## src/dcfm_pkg.sv

```systemverilog
package dcfm_pkg;

    // storage geometry
    localparam int DCFM_DEPTH = 64;
    localparam int DCFM_WIDTH = 36;
    localparam int DCFM_PTR_W = 7;
    localparam logic [6:0] DCFM_DEPTH_CNT = 7'h40;

    // field positions inside a sampled port vector
    localparam int DCFM_F_MB = 36;
    localparam int DCFM_F_WRITE = 37;
    localparam int DCFM_F_EN = 38;
    localparam int DCFM_F_SEL_N = 39;
    localparam int DCFM_F_CLK = 40;
    localparam int DCFM_PV_W = 41;

    // four preset almost-flag offsets, picked by the offset selects
    localparam logic [5:0] DCFM_OFS_PRESET0 = 6'h10;
    localparam logic [5:0] DCFM_OFS_PRESET1 = 6'h0C;
    localparam logic [5:0] DCFM_OFS_PRESET2 = 6'h08;
    localparam logic [5:0] DCFM_OFS_PRESET3 = 6'h04;

    // register offsets
    localparam logic [3:0] DCFM_REG_CTRL = 4'h0;
    localparam logic [3:0] DCFM_REG_STAT = 4'h4;
    localparam logic [3:0] DCFM_REG_MASK = 4'h8;
    localparam logic [3:0] DCFM_REG_LEVEL = 4'hC;

    // control bits
    localparam int DCFM_CTRL_ODD = 0;
    localparam int DCFM_CTRL_GEN_A = 1;
    localparam int DCFM_CTRL_GEN_B = 2;

    // status event bits
    localparam int DCFM_EV_MAIL1 = 0;
    localparam int DCFM_EV_MAIL2 = 1;
    localparam int DCFM_EV_PERR_A = 2;
    localparam int DCFM_EV_PERR_B = 3;
    localparam int DCFM_EV_OVER = 4;
    localparam int DCFM_EV_UNDER = 5;

    // reset values
    localparam logic [2:0] DCFM_CTRL_RST = 3'h1;
    localparam logic [5:0] DCFM_MASK_RST = 6'h00;

    // gray to binary for crossed pointers
    function automatic logic [6:0] dcfm_g2b(input logic [6:0] g);
        logic [6:0] b;
        b[6] = g[6];
        for (int i = 5; i >= 0; i--)
        begin
            b[i] = b[i + 1] ^ g[i];
        end
        return b;
    endfunction : dcfm_g2b

endpackage : dcfm_pkg

```

## src/dcfm_parity.sv

```systemverilog
`timescale 1ns/1ns
// per-lane parity: four lanes of eight data bits, parity bit on top of each
module dcfm_parity
    import dcfm_pkg::*;
(
    input wire logic [35:0] i_data, // word to check or regenerate
    input wire logic i_odd, // high selects odd parity
    output logic [35:0] o_data, // word with regenerated parity bits
    output logic o_err // high when any lane mismatches
);
    logic [3:0] lane_err;

    // one lane per byte; generated bit replaces the stored one
    for (genvar k = 0; k < 4; k++)
    begin : g_lane
        logic pbit;
        assign pbit = i_odd ? ~(^i_data[9 * k +: 8]) : (^i_data[9 * k +: 8]);
        assign o_data[9 * k +: 8] = i_data[9 * k +: 8];
        assign o_data[9 * k + 8] = pbit;
        assign lane_err[k] = pbit != i_data[9 * k + 8];
    end

    assign o_err = |lane_err;
endmodule : dcfm_parity

```

## src/dcfm_top.sv

```systemverilog
`timescale 1ns/1ns
// Function
// 64 words of 36 bits, written on port A, read in order on port B.
// two 36-bit mailboxes, one per direction, bypassing the FIFO store.
// each mailbox has a flag showing unread new mail.
// transfers happen only on qualified rising port clock edges.
// port clocks may be asynchronous or coincident with each other.
// full and almost-full flags made in port A domain, two-stage synchronized.
// empty and almost-empty flags made in port B domain, two-stage synchronized.
// almost-empty low while stored count is at or below the offset.
// almost-full low while free count is at or below the offset.
// parity on incoming data checked passively, never blocking the transfer.
// selectable parity generation on data read out of each port.
// each port is a 36-bit bidirectional bus, driven by device on reads.
// counts come from gray-coded pointers crossed between port domains.
// full flag forced full at reset, clears on second port A edge.
// offset selects sampled at reset release load one of four presets.
// port A mail write sets flag, blocking writes until port B reads.
// outside party holds select low and enable high to transfer on A.
module dcfm_top
    import dcfm_pkg::*;
(
    input wire logic i_clk_sys, // system clock, 25 MHz
    input wire logic i_resetn, // asynchronous reset, active low
    input wire logic i_write_port_clock, // port A clock pin
    input wire logic i_port_a_select_n, // port A chip select, active low
    input wire logic i_port_a_enable, // port A enable
    input wire logic i_port_a_write, // high writes, low reads
    input wire logic i_port_a_mail, // high selects a mailbox
    input wire logic [35:0] i_a_data, // port A bus input
    output logic [35:0] o_a_data, // port A bus output
    output logic o_a_data_oe, // port A bus drive enable
    input wire logic i_read_port_clock, // port B clock pin
    input wire logic i_port_b_select_n, // port B chip select, active low
    input wire logic i_port_b_enable, // port B enable
    input wire logic i_port_b_write, // high writes, low reads
    input wire logic i_port_b_mail, // high selects a mailbox
    input wire logic [35:0] i_b_data, // port B bus input
    output logic [35:0] o_b_data, // port B bus output
    output logic o_b_data_oe, // port B bus drive enable
    input wire logic i_offset_select_lo, // offset select, low bit
    input wire logic i_offset_select_hi, // offset select, high bit
    output logic o_full_flag_n, // low when FIFO full
    output logic o_almost_full_flag_n, // low when nearly full
    output logic o_empty_flag_n, // low when FIFO empty
    output logic o_almost_empty_flag_n, // low when nearly empty
    output logic o_a_to_b_mail_flag_n, // low while mail for port B waits
    output logic o_b_to_a_mail_flag_n, // low while mail for port A waits
    output logic o_a_parity_err_n, // low after bad parity on port A input
    output logic o_b_parity_err_n, // low after bad parity on port B input
    input wire logic [3:0] i_reg_addr, // register address
    input wire logic [31:0] i_reg_wdata, // register write data
    input wire logic i_reg_wr, // register write strobe
    input wire logic i_reg_rd, // register read strobe
    output logic [31:0] o_reg_rdata, // read data, cycle after strobe
    output logic o_irq // level interrupt
);
    typedef struct packed {
        logic [40:0] a_s1;
        logic [40:0] a_s2;
        logic a_clk3;
        logic [40:0] b_s1;
        logic [40:0] b_s2;
        logic b_clk3;
        logic [1:0] fs_s1;
        logic [1:0] fs_s2;
        logic [1:0] fs_done;
        logic [5:0] offset;
        logic [63:0][35:0] mem;
        logic [6:0] wr_bin;
        logic [6:0] wr_gray;
        logic [6:0] rd_bin;
        logic [6:0] rd_gray;
        logic [6:0] rdg_a1;
        logic [6:0] rdg_a2;
        logic [6:0] wrg_b1;
        logic [6:0] wrg_b2;
        logic a_live;
        logic b_live;
        logic full_n;
        logic afull_n;
        logic empty_n;
        logic aempty_n;
        logic [35:0] mail1;
        logic [35:0] mail2;
        logic a_to_b_mail_flag_n_n;
        logic mbf2_n;
        logic [35:0] a_dout;
        logic [35:0] b_dout;
        logic a_oe;
        logic b_oe;
        logic a_perr_n;
        logic b_perr_n;
        logic [2:0] ctrl;
        logic [5:0] stat;
        logic [5:0] mask;
        logic [31:0] rdata;
        logic irq;
    } dcfm_state_type;

    localparam dcfm_state_type ST_RST = '{
        offset: DCFM_OFS_PRESET0,
        a_to_b_mail_flag_n_n: 1'b1,
        mbf2_n: 1'b1,
        a_perr_n: 1'b1,
        b_perr_n: 1'b1,
        ctrl: DCFM_CTRL_RST,
        mask: DCFM_MASK_RST,
        default: '0
    };

    dcfm_state_type q;
    dcfm_state_type d;
    logic [1:0] rst_q;
    logic rst_n;
    logic [35:0] chk_a_unused;
    logic [35:0] chk_b_unused;
    logic [35:0] gen_a_data;
    logic [35:0] gen_b_data;
    logic perr_a;
    logic perr_b;
    logic a_edge;
    logic b_edge;
    logic a_xfer;
    logic b_xfer;
    logic a_wr_fifo;
    logic a_wr_mail;
    logic a_rd_mail;
    logic b_rd_fifo;
    logic b_rd_mail;
    logic b_wr_mail;
    logic [6:0] cnt_a;
    logic [6:0] cnt_b;
    logic [6:0] free_a;
    logic [5:0] ev;

    // reset is released through two flops so removal is clean
    always_ff @(posedge i_clk_sys or negedge i_resetn)
    begin
        if (!i_resetn)
            rst_q <= 2'h0;
        else
            rst_q <= {rst_q[0], 1'b1};
    end
    assign rst_n = rst_q[1];

    // parity units: check on incoming words, generate on outgoing ones
    dcfm_parity u_chk_a (
        .i_data(q.a_s2[35:0]),
        .i_odd(q.ctrl[DCFM_CTRL_ODD]),
        .o_data(chk_a_unused),
        .o_err(perr_a)
    );
    dcfm_parity u_chk_b (
        .i_data(q.b_s2[35:0]),
        .i_odd(q.ctrl[DCFM_CTRL_ODD]),
        .o_data(chk_b_unused),
        .o_err(perr_b)
    );
    dcfm_parity u_gen_a (
        .i_data(q.mail2),
        .i_odd(q.ctrl[DCFM_CTRL_ODD]),
        .o_data(gen_a_data),
        .o_err()
    );
    dcfm_parity u_gen_b (
        .i_data(b_rd_mail ? q.mail1 : q.mem[q.rd_bin[5:0]]),
        .i_odd(q.ctrl[DCFM_CTRL_ODD]),
        .o_data(gen_b_data),
        .o_err()
    );

    // edges come from the second sync stage against a third; the pins
    // share the same depth so data lines up with its clock edge
    assign a_edge = q.a_s2[DCFM_F_CLK] & ~q.a_clk3;
    assign b_edge = q.b_s2[DCFM_F_CLK] & ~q.b_clk3;
    assign a_xfer = a_edge & ~q.a_s2[DCFM_F_SEL_N] & q.a_s2[DCFM_F_EN];
    assign b_xfer = b_edge & ~q.b_s2[DCFM_F_SEL_N] & q.b_s2[DCFM_F_EN];
    assign a_wr_fifo = a_xfer & q.a_s2[DCFM_F_WRITE] & ~q.a_s2[DCFM_F_MB] & q.full_n;
    assign a_wr_mail = a_xfer & q.a_s2[DCFM_F_WRITE] & q.a_s2[DCFM_F_MB] & q.a_to_b_mail_flag_n_n;
    assign a_rd_mail = a_xfer & ~q.a_s2[DCFM_F_WRITE] & q.a_s2[DCFM_F_MB];
    assign b_rd_fifo = b_xfer & ~q.b_s2[DCFM_F_WRITE] & ~q.b_s2[DCFM_F_MB] & q.empty_n;
    assign b_rd_mail = b_xfer & ~q.b_s2[DCFM_F_WRITE] & q.b_s2[DCFM_F_MB];
    assign b_wr_mail = b_xfer & q.b_s2[DCFM_F_WRITE] & q.b_s2[DCFM_F_MB] & q.mbf2_n;

    // counts use the next own pointer against the synced far pointer, so a
    // flag never lags its own side's transfer and over/underrun is impossible
    assign cnt_a = 7'(q.wr_bin + {6'h00, a_wr_fifo} - dcfm_g2b(q.rdg_a2));
    assign cnt_b = 7'(dcfm_g2b(q.wrg_b2) - q.rd_bin - {6'h00, b_rd_fifo});
    assign free_a = 7'(DCFM_DEPTH_CNT - cnt_a);

    // events that reach the status register
    always_comb
    begin
        ev = 6'h00;
        ev[DCFM_EV_MAIL1] = a_wr_mail;
        ev[DCFM_EV_MAIL2] = b_wr_mail;
        ev[DCFM_EV_PERR_A] = a_xfer & q.a_s2[DCFM_F_WRITE] & perr_a;
        ev[DCFM_EV_PERR_B] = b_xfer & q.b_s2[DCFM_F_WRITE] & perr_b;
        ev[DCFM_EV_OVER] = a_xfer & q.a_s2[DCFM_F_WRITE] & ~q.a_s2[DCFM_F_MB] & ~q.full_n;
        ev[DCFM_EV_UNDER] = b_xfer & ~q.b_s2[DCFM_F_WRITE] & ~q.b_s2[DCFM_F_MB] & ~q.empty_n;
    end

    // next state of the whole block
    always_comb
    begin
        d = q;
        // port and offset pins pass two flops before any logic reads them
        d.a_s1 = {i_write_port_clock, i_port_a_select_n, i_port_a_enable, i_port_a_write,
                  i_port_a_mail, i_a_data};
        d.a_s2 = q.a_s1;
        d.a_clk3 = q.a_s2[DCFM_F_CLK];
        d.b_s1 = {i_read_port_clock, i_port_b_select_n, i_port_b_enable, i_port_b_write,
                  i_port_b_mail, i_b_data};
        d.b_s2 = q.b_s1;
        d.b_clk3 = q.b_s2[DCFM_F_CLK];
        d.fs_s1 = {i_offset_select_hi, i_offset_select_lo};
        d.fs_s2 = q.fs_s1;

        // reloaded for three cycles so the last load sees both sync stages
        if (q.fs_done != 2'h3)
        begin
            d.fs_done = 2'(q.fs_done + 2'h1);
            case (q.fs_s2)
                2'h0: d.offset = DCFM_OFS_PRESET0;
                2'h1: d.offset = DCFM_OFS_PRESET1;
                2'h2: d.offset = DCFM_OFS_PRESET2;
                default: d.offset = DCFM_OFS_PRESET3;
            endcase
        end

        // port A side: store write, mailbox traffic, flag synchronizer
        if (a_wr_fifo)
        begin
            d.mem[q.wr_bin[5:0]] = q.a_s2[35:0];
            d.wr_bin = 7'(q.wr_bin + 7'h01);
        end
        d.wr_gray = d.wr_bin ^ (d.wr_bin >> 1);
        if (a_wr_mail)
            d.mail1 = q.a_s2[35:0];
        if (a_edge)
        begin
            d.rdg_a1 = q.rd_gray;
            d.rdg_a2 = q.rdg_a1;
            d.a_live = 1'b1;
            // held full through the first edge, so it clears on the second
            d.full_n = q.a_live & (cnt_a != DCFM_DEPTH_CNT);
            d.afull_n = q.a_live & (free_a > {1'b0, q.offset});
            d.a_oe = ~q.a_s2[DCFM_F_SEL_N] & ~q.a_s2[DCFM_F_WRITE];
        end
        if (a_xfer & q.a_s2[DCFM_F_WRITE])
            d.a_perr_n = ~perr_a;
        if (a_rd_mail)
            d.a_dout = q.ctrl[DCFM_CTRL_GEN_A] ? gen_a_data : q.mail2;

        // port B side
        if (b_rd_fifo)
        begin
            d.b_dout = q.ctrl[DCFM_CTRL_GEN_B] ? gen_b_data : q.mem[q.rd_bin[5:0]];
            d.rd_bin = 7'(q.rd_bin + 7'h01);
        end
        if (b_rd_mail)
            d.b_dout = q.ctrl[DCFM_CTRL_GEN_B] ? gen_b_data : q.mail1;
        d.rd_gray = d.rd_bin ^ (d.rd_bin >> 1);
        if (b_wr_mail)
            d.mail2 = q.b_s2[35:0];
        if (b_edge)
        begin
            d.wrg_b1 = q.wr_gray;
            d.wrg_b2 = q.wrg_b1;
            d.b_live = 1'b1;
            d.empty_n = q.b_live & (cnt_b != 7'h00);
            d.aempty_n = q.b_live & (cnt_b > {1'b0, q.offset});
            d.b_oe = ~q.b_s2[DCFM_F_SEL_N] & ~q.b_s2[DCFM_F_WRITE];
        end
        if (b_xfer & q.b_s2[DCFM_F_WRITE])
            d.b_perr_n = ~perr_b;

        // mail flags: a new write wins over a read in the same cycle
        if (b_rd_mail)
            d.a_to_b_mail_flag_n_n = 1'b1;
        if (a_wr_mail)
            d.a_to_b_mail_flag_n_n = 1'b0;
        if (a_rd_mail)
            d.mbf2_n = 1'b1;
        if (b_wr_mail)
            d.mbf2_n = 1'b0;

        // register writes; status clears by writing ones, events win
        d.stat = q.stat | ev;
        if (i_reg_wr)
        begin
            case (i_reg_addr)
                DCFM_REG_CTRL: d.ctrl = i_reg_wdata[2:0];
                DCFM_REG_STAT: d.stat = (q.stat & ~i_reg_wdata[5:0]) | ev;
                DCFM_REG_MASK: d.mask = i_reg_wdata[5:0];
                default: d.ctrl = q.ctrl;
            endcase
        end
        d.irq = |(d.stat & d.mask);

        // read data stands only in the cycle after the strobe
        d.rdata = 32'h00000000;
        if (i_reg_rd)
        begin
            case (i_reg_addr)
                DCFM_REG_CTRL: d.rdata = {29'h00000000, q.ctrl};
                DCFM_REG_STAT: d.rdata = {26'h0000000, q.stat};
                DCFM_REG_MASK: d.rdata = {26'h0000000, q.mask};
                DCFM_REG_LEVEL: d.rdata = {4'h0, q.mbf2_n, q.a_to_b_mail_flag_n_n, q.aempty_n, q.empty_n,
                                           q.afull_n, q.full_n, q.offset, 1'b0, q.rd_bin, 1'b0, q.wr_bin};
                default: d.rdata = 32'h00000000;
            endcase
        end
    end

    always_ff @(posedge i_clk_sys or negedge rst_n)
    begin
        if (!rst_n)
            q <= ST_RST;
        else
            q <= d;
    end

    assign o_a_data = q.a_dout;
    assign o_a_data_oe = q.a_oe;
    assign o_b_data = q.b_dout;
    assign o_b_data_oe = q.b_oe;
    assign o_full_flag_n = q.full_n;
    assign o_almost_full_flag_n = q.afull_n;
    assign o_empty_flag_n = q.empty_n;
    assign o_almost_empty_flag_n = q.aempty_n;
    assign o_a_to_b_mail_flag_n = q.a_to_b_mail_flag_n_n;
    assign o_b_to_a_mail_flag_n = q.mbf2_n;
    assign o_a_parity_err_n = q.a_perr_n;
    assign o_b_parity_err_n = q.b_perr_n;
    assign o_reg_rdata = q.rdata;
    assign o_irq = q.irq;
endmodule : dcfm_top

```

## config.mk

```make
export PLATFORM = sky130hd
export DESIGN_NAME = dcfm_top
export DESIGN_NICKNAME = d
export VERILOG_FILES = /design/src/dcfm_pkg.sv /design/src/dcfm_parity.sv /design/src/dcfm_top.sv
export SDC_FILE = /design/constraint.sdc
export NUM_CORES = 2
export LEC_CHECK = 0
export BUFFER_PORTS_ARGS = -buffer_cell sky130_fd_sc_hd__buf_2
export CAP_MARGIN = 15
export CORE_ASPECT_RATIO = 0.7
export CORE_MARGIN = 1.5
export CORE_UTILIZATION = 65
export CTS_CLUSTER_SIZE = 12
export DETAILED_ROUTE_END_ITERATION = 6
export PLACE_DENSITY_LB_ADDON = 0.12
export SLEW_MARGIN = 20
export SYNTH_ARGS = -nofsm -noshare
export SYNTH_HDL_FRONTEND = slang
export SYNTH_SLANG_ARGS = --single-unit
```

## constraint.sdc

```tcl
create_clock -name i_clk_sys -period 239.4 [get_ports i_clk_sys]
set_input_delay 11.97 -clock i_clk_sys [delete_from_list [all_inputs] [get_ports i_clk_sys]]
set_output_delay 11.97 -clock i_clk_sys [all_outputs]
set_load 0.05 [all_outputs]
```

Yosys cells after proc, flatten, opt, wreduce, memory -nomap -nowiden

Index checks and enable logic that the tools add are counted.

Reductions and logical operators: 27
Equal/unequal tests: 15
Add/sub/neg operators: 8
Mux-type cells: 39
Bitwise operators: 77
Magnitude comparators: 5

Operator list:

| operator                                                    | count |
|---|---|
| bitwise mux 2304 bit                                        | 1 |
| 2-to-1 mux 36 bit                                           | 7 |
| binary-select mux 36 bit (select 6 bit)                     | 1 |
| demux 36 bit (select 6 bit)                                 | 1 |
| parity 8 bit                                                | 16 |
| one-hot mux 28 bit (4 select lines)                         | 1 |
| 2-to-1 mux 35 bit                                           | 1 |
| AND 1 bit                                                   | 30 |
| 2-to-1 mux 28 bit                                           | 1 |
| NOT 1 bit                                                   | 28 |
| 2-to-1 mux 1 bit                                            | 20 |
| one-hot mux 5 bit (3 select lines)                          | 1 |
| adder 7 x 1 -> 7 bit (second input constant)                | 2 |
| > comparator 7 x 6 -> 1 bit                                 | 2 |
| less-than comparator 6 x 7 -> 1 bit (second input constant) | 2 |
| 2-to-1 mux 7 bit                                            | 2 |
| subtractor 7 bit                                            | 2 |
| bitwise XOR 7 x 6 -> 7 bit                                  | 2 |
| AND 6 bit                                                   | 2 |
| 2-to-1 mux 12 bit                                           | 1 |
| 2-to-1 mux 6 bit                                            | 2 |
| bitwise OR 6 bit                                            | 2 |
| bitwise XOR 1 bit                                           | 12 |
| == test 4 bit (second input constant)                       | 2 |
| other kinds (20)                                            | 30 |

Register bits after elaboration: 2744
Bits of input ports: 124

Logic depth before layout (Yosys ltp)

Depth in word-level cells: 13
Mapped depth: 22

Hierarchy

A second synthesis with hierarchy kept.

Cell total of the unflattened synthesis: 8329
Area, all modules: 124788.4 um2

Modules (own cells, without submodules):

| module      | seq. area each (um2) | times used | cells an instance | area each (um2) |
|---|---|---|---|---|
| dcfm_top    | 68323.0              | 1          | 8049              | 122100.9 |
| dcfm_parity | 0.0                  | 4          | 70                | 671.9 |

Worst setup path after synthesis

OpenSTA, ideal clock, no wires.

Kind: input -> register
From: input port i_reg_addr[2]
To: register q (netlist bit o_irq)
Arrival time: 13.392 ns
Slack: 225.875 ns
Cell stages on the path: 9
Cell sequence: clkbuf_1 -> nor2b_1 -> and3_1 -> clkbuf_1 -> nand2_1 -> nand2_1 -> o21ai_0 -> a22oi_1 -> nand4b_1

RTL lines:

| item                 | line            | text |
|---|---|---|
| start, declared      | dcfm_top.sv:51  | `input wire logic [3:0] i_reg_addr,` |
| end signal, assigned | dcfm_top.sv:320 | `q <= ST_RST;` |
| end signal, assigned | dcfm_top.sv:322 | `q <= d;` |
| end, declared        | dcfm_top.sv:112 | `dcfm_state_type q;` |

Worst setup path in the final report

From: register q (netlist bit o_full_flag_n)
To: output port o_full_flag_n

RTL lines:

| item          | line           | text |
|---|---|---|
| end, declared | dcfm_top.sv:43 | `output logic o_full_flag_n,` |

No word-level cell between the ends.

==> metrics <==
outcome completed; Pleak 63.9 nW; Min-Delay Startpoint d[2700]; DR vias/cell 6.78; P per Cell Area 7.52 nW/µm²; Critical Path Source Type register; most frequent cell after synthesis dfrtp_1; DRT Pass-1 Iters 5; Power Internal 0.000741 W; syn avg cell area 15.4 µm²; Gate power share 11.6%; Hold Violations, Final 0; Post-Place Setup Slack 225740 ps; Buf/Inv on CP 1; Peak Freq 73.0 MHz; row count 132; worst hold path depth 0; worst-path maximum fanout 7; Switching Share 25.5%; area grow syn2layout 8.44%; first-pass GRT wire length 490000 µm; Critical Path Slowest Stage Cell dfrtp_1; Clock Sink Count 2730; Worst Path Required 227430 ps; Worst Setup Slack, final 225700 ps; MaxCap Viol Count 0; sequential area share after synthesis 56.0%; core area 186000 µm²; end of the worst hold path d[2659]; vias in the first global route 73500; Initial Utilization 65.7%; num ports 239; Post-CTS Hold Fix Bufs 0; Final Setup Violations 0; DR iter-0 viols 7176; Via Count 70600; register bit total from synthesis 2730; Buffers on Ports 203; CP delay by family, top flip-flops; Inserted Clock Buffers 278; Overflow after GRT 0; crit path DAT 1730 ps; Async S/R FF share, synth 100%; nets 7963; Post-CTS Setup Repair Bufs 0; most instantiated cells after synthesis dfrtp_1 (2724), mux2_2 (2491), mux4_2 (529), clkbuf_1 (513), nand2_1 (224); initial antenna violation count 9; maximum VDD drop 0.00635 mV; post-CTS sizing 0; Net Sw Power 0.000253 W; clock latency on the worst-skew pair 850 ps; Max transition margin 10.4%; Worst Setup End Kind output port; Register-to-Register Path Depth 8; Final HPWL DP 182000 µm; dominant synthesized flop cell dfrtp_1; Post-synth EDFFs 0; RePlAce Congestion 0.847; Yosys cell types 78; DRC Markers 0; Syn Inst Count 7929; DR WL/cell 31.7 µm; Tmin final 13700 ps; r2r setup slk 232000 ps; RSZ-0062 raised after global routing false; area of the multi-input gates 49900 µm²; largest net degree at the start of global routing 189; Layout Skew 43.9 ps; Worst R2R Start rst_q[1]; sequential cell area 68400 µm²; FILL cells 12000; Die Wd 521 µm; CTS clock-pin slew for the worst setup and hold paths 60 ps; layout cells sized above 1 49.1%; Final Max Slew Viols 0; Flop pwr share 48.0%; Hold Slack 334 ps; cell taking the most area after synthesis dfrtp_1; HP Class register to register; Worst-Margin Slew 1330 ps; Fin Setup TNS 0 ps; slowest stage delay, CP 570 ps; DIE HEIGHT 365 µm; H-tree depth 5; Synth Cell Area 122000 µm²; CTS tree built; Clock power frac 40.4%; Crit Path Category register to output port; post-synth top area share 55.9%; root buffer cell clkbuf_16; overall power 0.000994 W; final period utilization 5.72%; All-Layer GR Usage 35.2%; die area 190000 µm²; RR Endpoint q[2691]; buffer depth of the longest clock path 4; final wirelength 330000 µm; synth warn 0; crit path cell chain buf_2; ANT nets after route 0; Synth area leaders dfrtp_1 (56%), mux2_2 (23%), mux4_2 (9.8%)
[routing by layer]
layer | vias up | track usage (%) | wire, µm
met5 | - | 0 | 22
met4 | 4 | 12.9 | 13100
met3 | 691 | 7.59 | 28100
met2 | 2863 | 53.2 | 150000
met1 | 38600 | 50.8 | 138000
li1 | 28400 | - | -
[worst max path at each step]
stage,start,endpoint,slack [ps],cells past startpoint
2_1_floorplan,rst_q[1],d[2572],157680,0
3_3_place_gp,i_reg_addr[2],o_irq,225780,8
3_5_place_dp,i_reg_addr[2],o_irq,225740,8
4_1_cts,o_full_flag_n,o_full_flag_n,225650,1
5_1_grt,o_full_flag_n,o_full_flag_n,225640,1
6_report,o_full_flag_n,o_full_flag_n,225700,1
[cell families (layout without fill, tap and decap cells)]
family,after synthesis,after routing,synth area share [%]
compound gates,369,369,2.13
mux,3237,3237,34.7
xor+xnor,185,185,1.40
simple gates,521,521,1.94
flops,2730,2730,56.0
fa+ha+maj,32,32,0.341
other cells,2,15,0.00616
buf+inv,853,843,3.43
[final cells by class]
| type | instances | area share, % |
|---|---|---|
| repair buffers | 409 | 2.06 |
| clock inverters | 8 | 0.0634 |
| multi-input cells | 4354 | 37.7 |
| flip-flops and latches | 2730 | 51.7 |
| clock buffers | 392 | 5.98 |
| inverters | 34 | 0.104 |
| well taps | 2479 | 2.35 |
| diodes | 5 | 0.00946 |
[metrics by stage]
step           instance area (µm²)  std cells  util (%)
2_1_floorplan               122000       7937         -
3_3_place_gp                124000      10000      66.9
3_5_place_dp                124000      10000      66.9
4_1_cts                     132000      10400      71.2
5_1_grt                     132000      10400      71.2
6_report                    132000      10400      71.2
[cells in the final DEF, fill, tap and decap left out, types with 41 or more instances in the layout]
cell	netlist	routed
mux2_2	2491	2491
mux2i_1	203	203
buf_4	138	189
a22oi_1	51	51
clkbuf_1	513	80
xnor2_1	133	133
nor2_4	0	41
nor2_1	127	85
a21oi_1	67	67
o21ai_0	58	58
clkbuf_16	0	294
dfrtp_1	2724	2681
mux4_2	529	529
nand2_1	224	205
buf_2	53	203
xor2_1	46	46
[registers in the layout, indices dropped and copies added (netlist names), 2 cells and up]
| name | flops |
|---|---|
| q | 2536 |
| d | 86 |
| o_a_data | 36 |
| o_b_data | 36 |
| o_reg_rdata | 23 |
| rst_q | 2 |
[power groups by stage]
stage / registers (W) / logic, W / clock network (W)
6_report: 0.000477 / 0.000116 / 0.000401
5_1_grt: 0.000478 / 0.000124 / 0.000425
4_1_cts: 0.000477 / 0.000116 / 0.000406
3_5_place_dp: 0.000485 / 0.000116 / 0
3_3_place_gp: 0.000485 / 0.000114 / 0
2_1_floorplan: 0.000492 / 0.0000885 / 0
No activity file was read; power rests on OpenSTA's default activity.
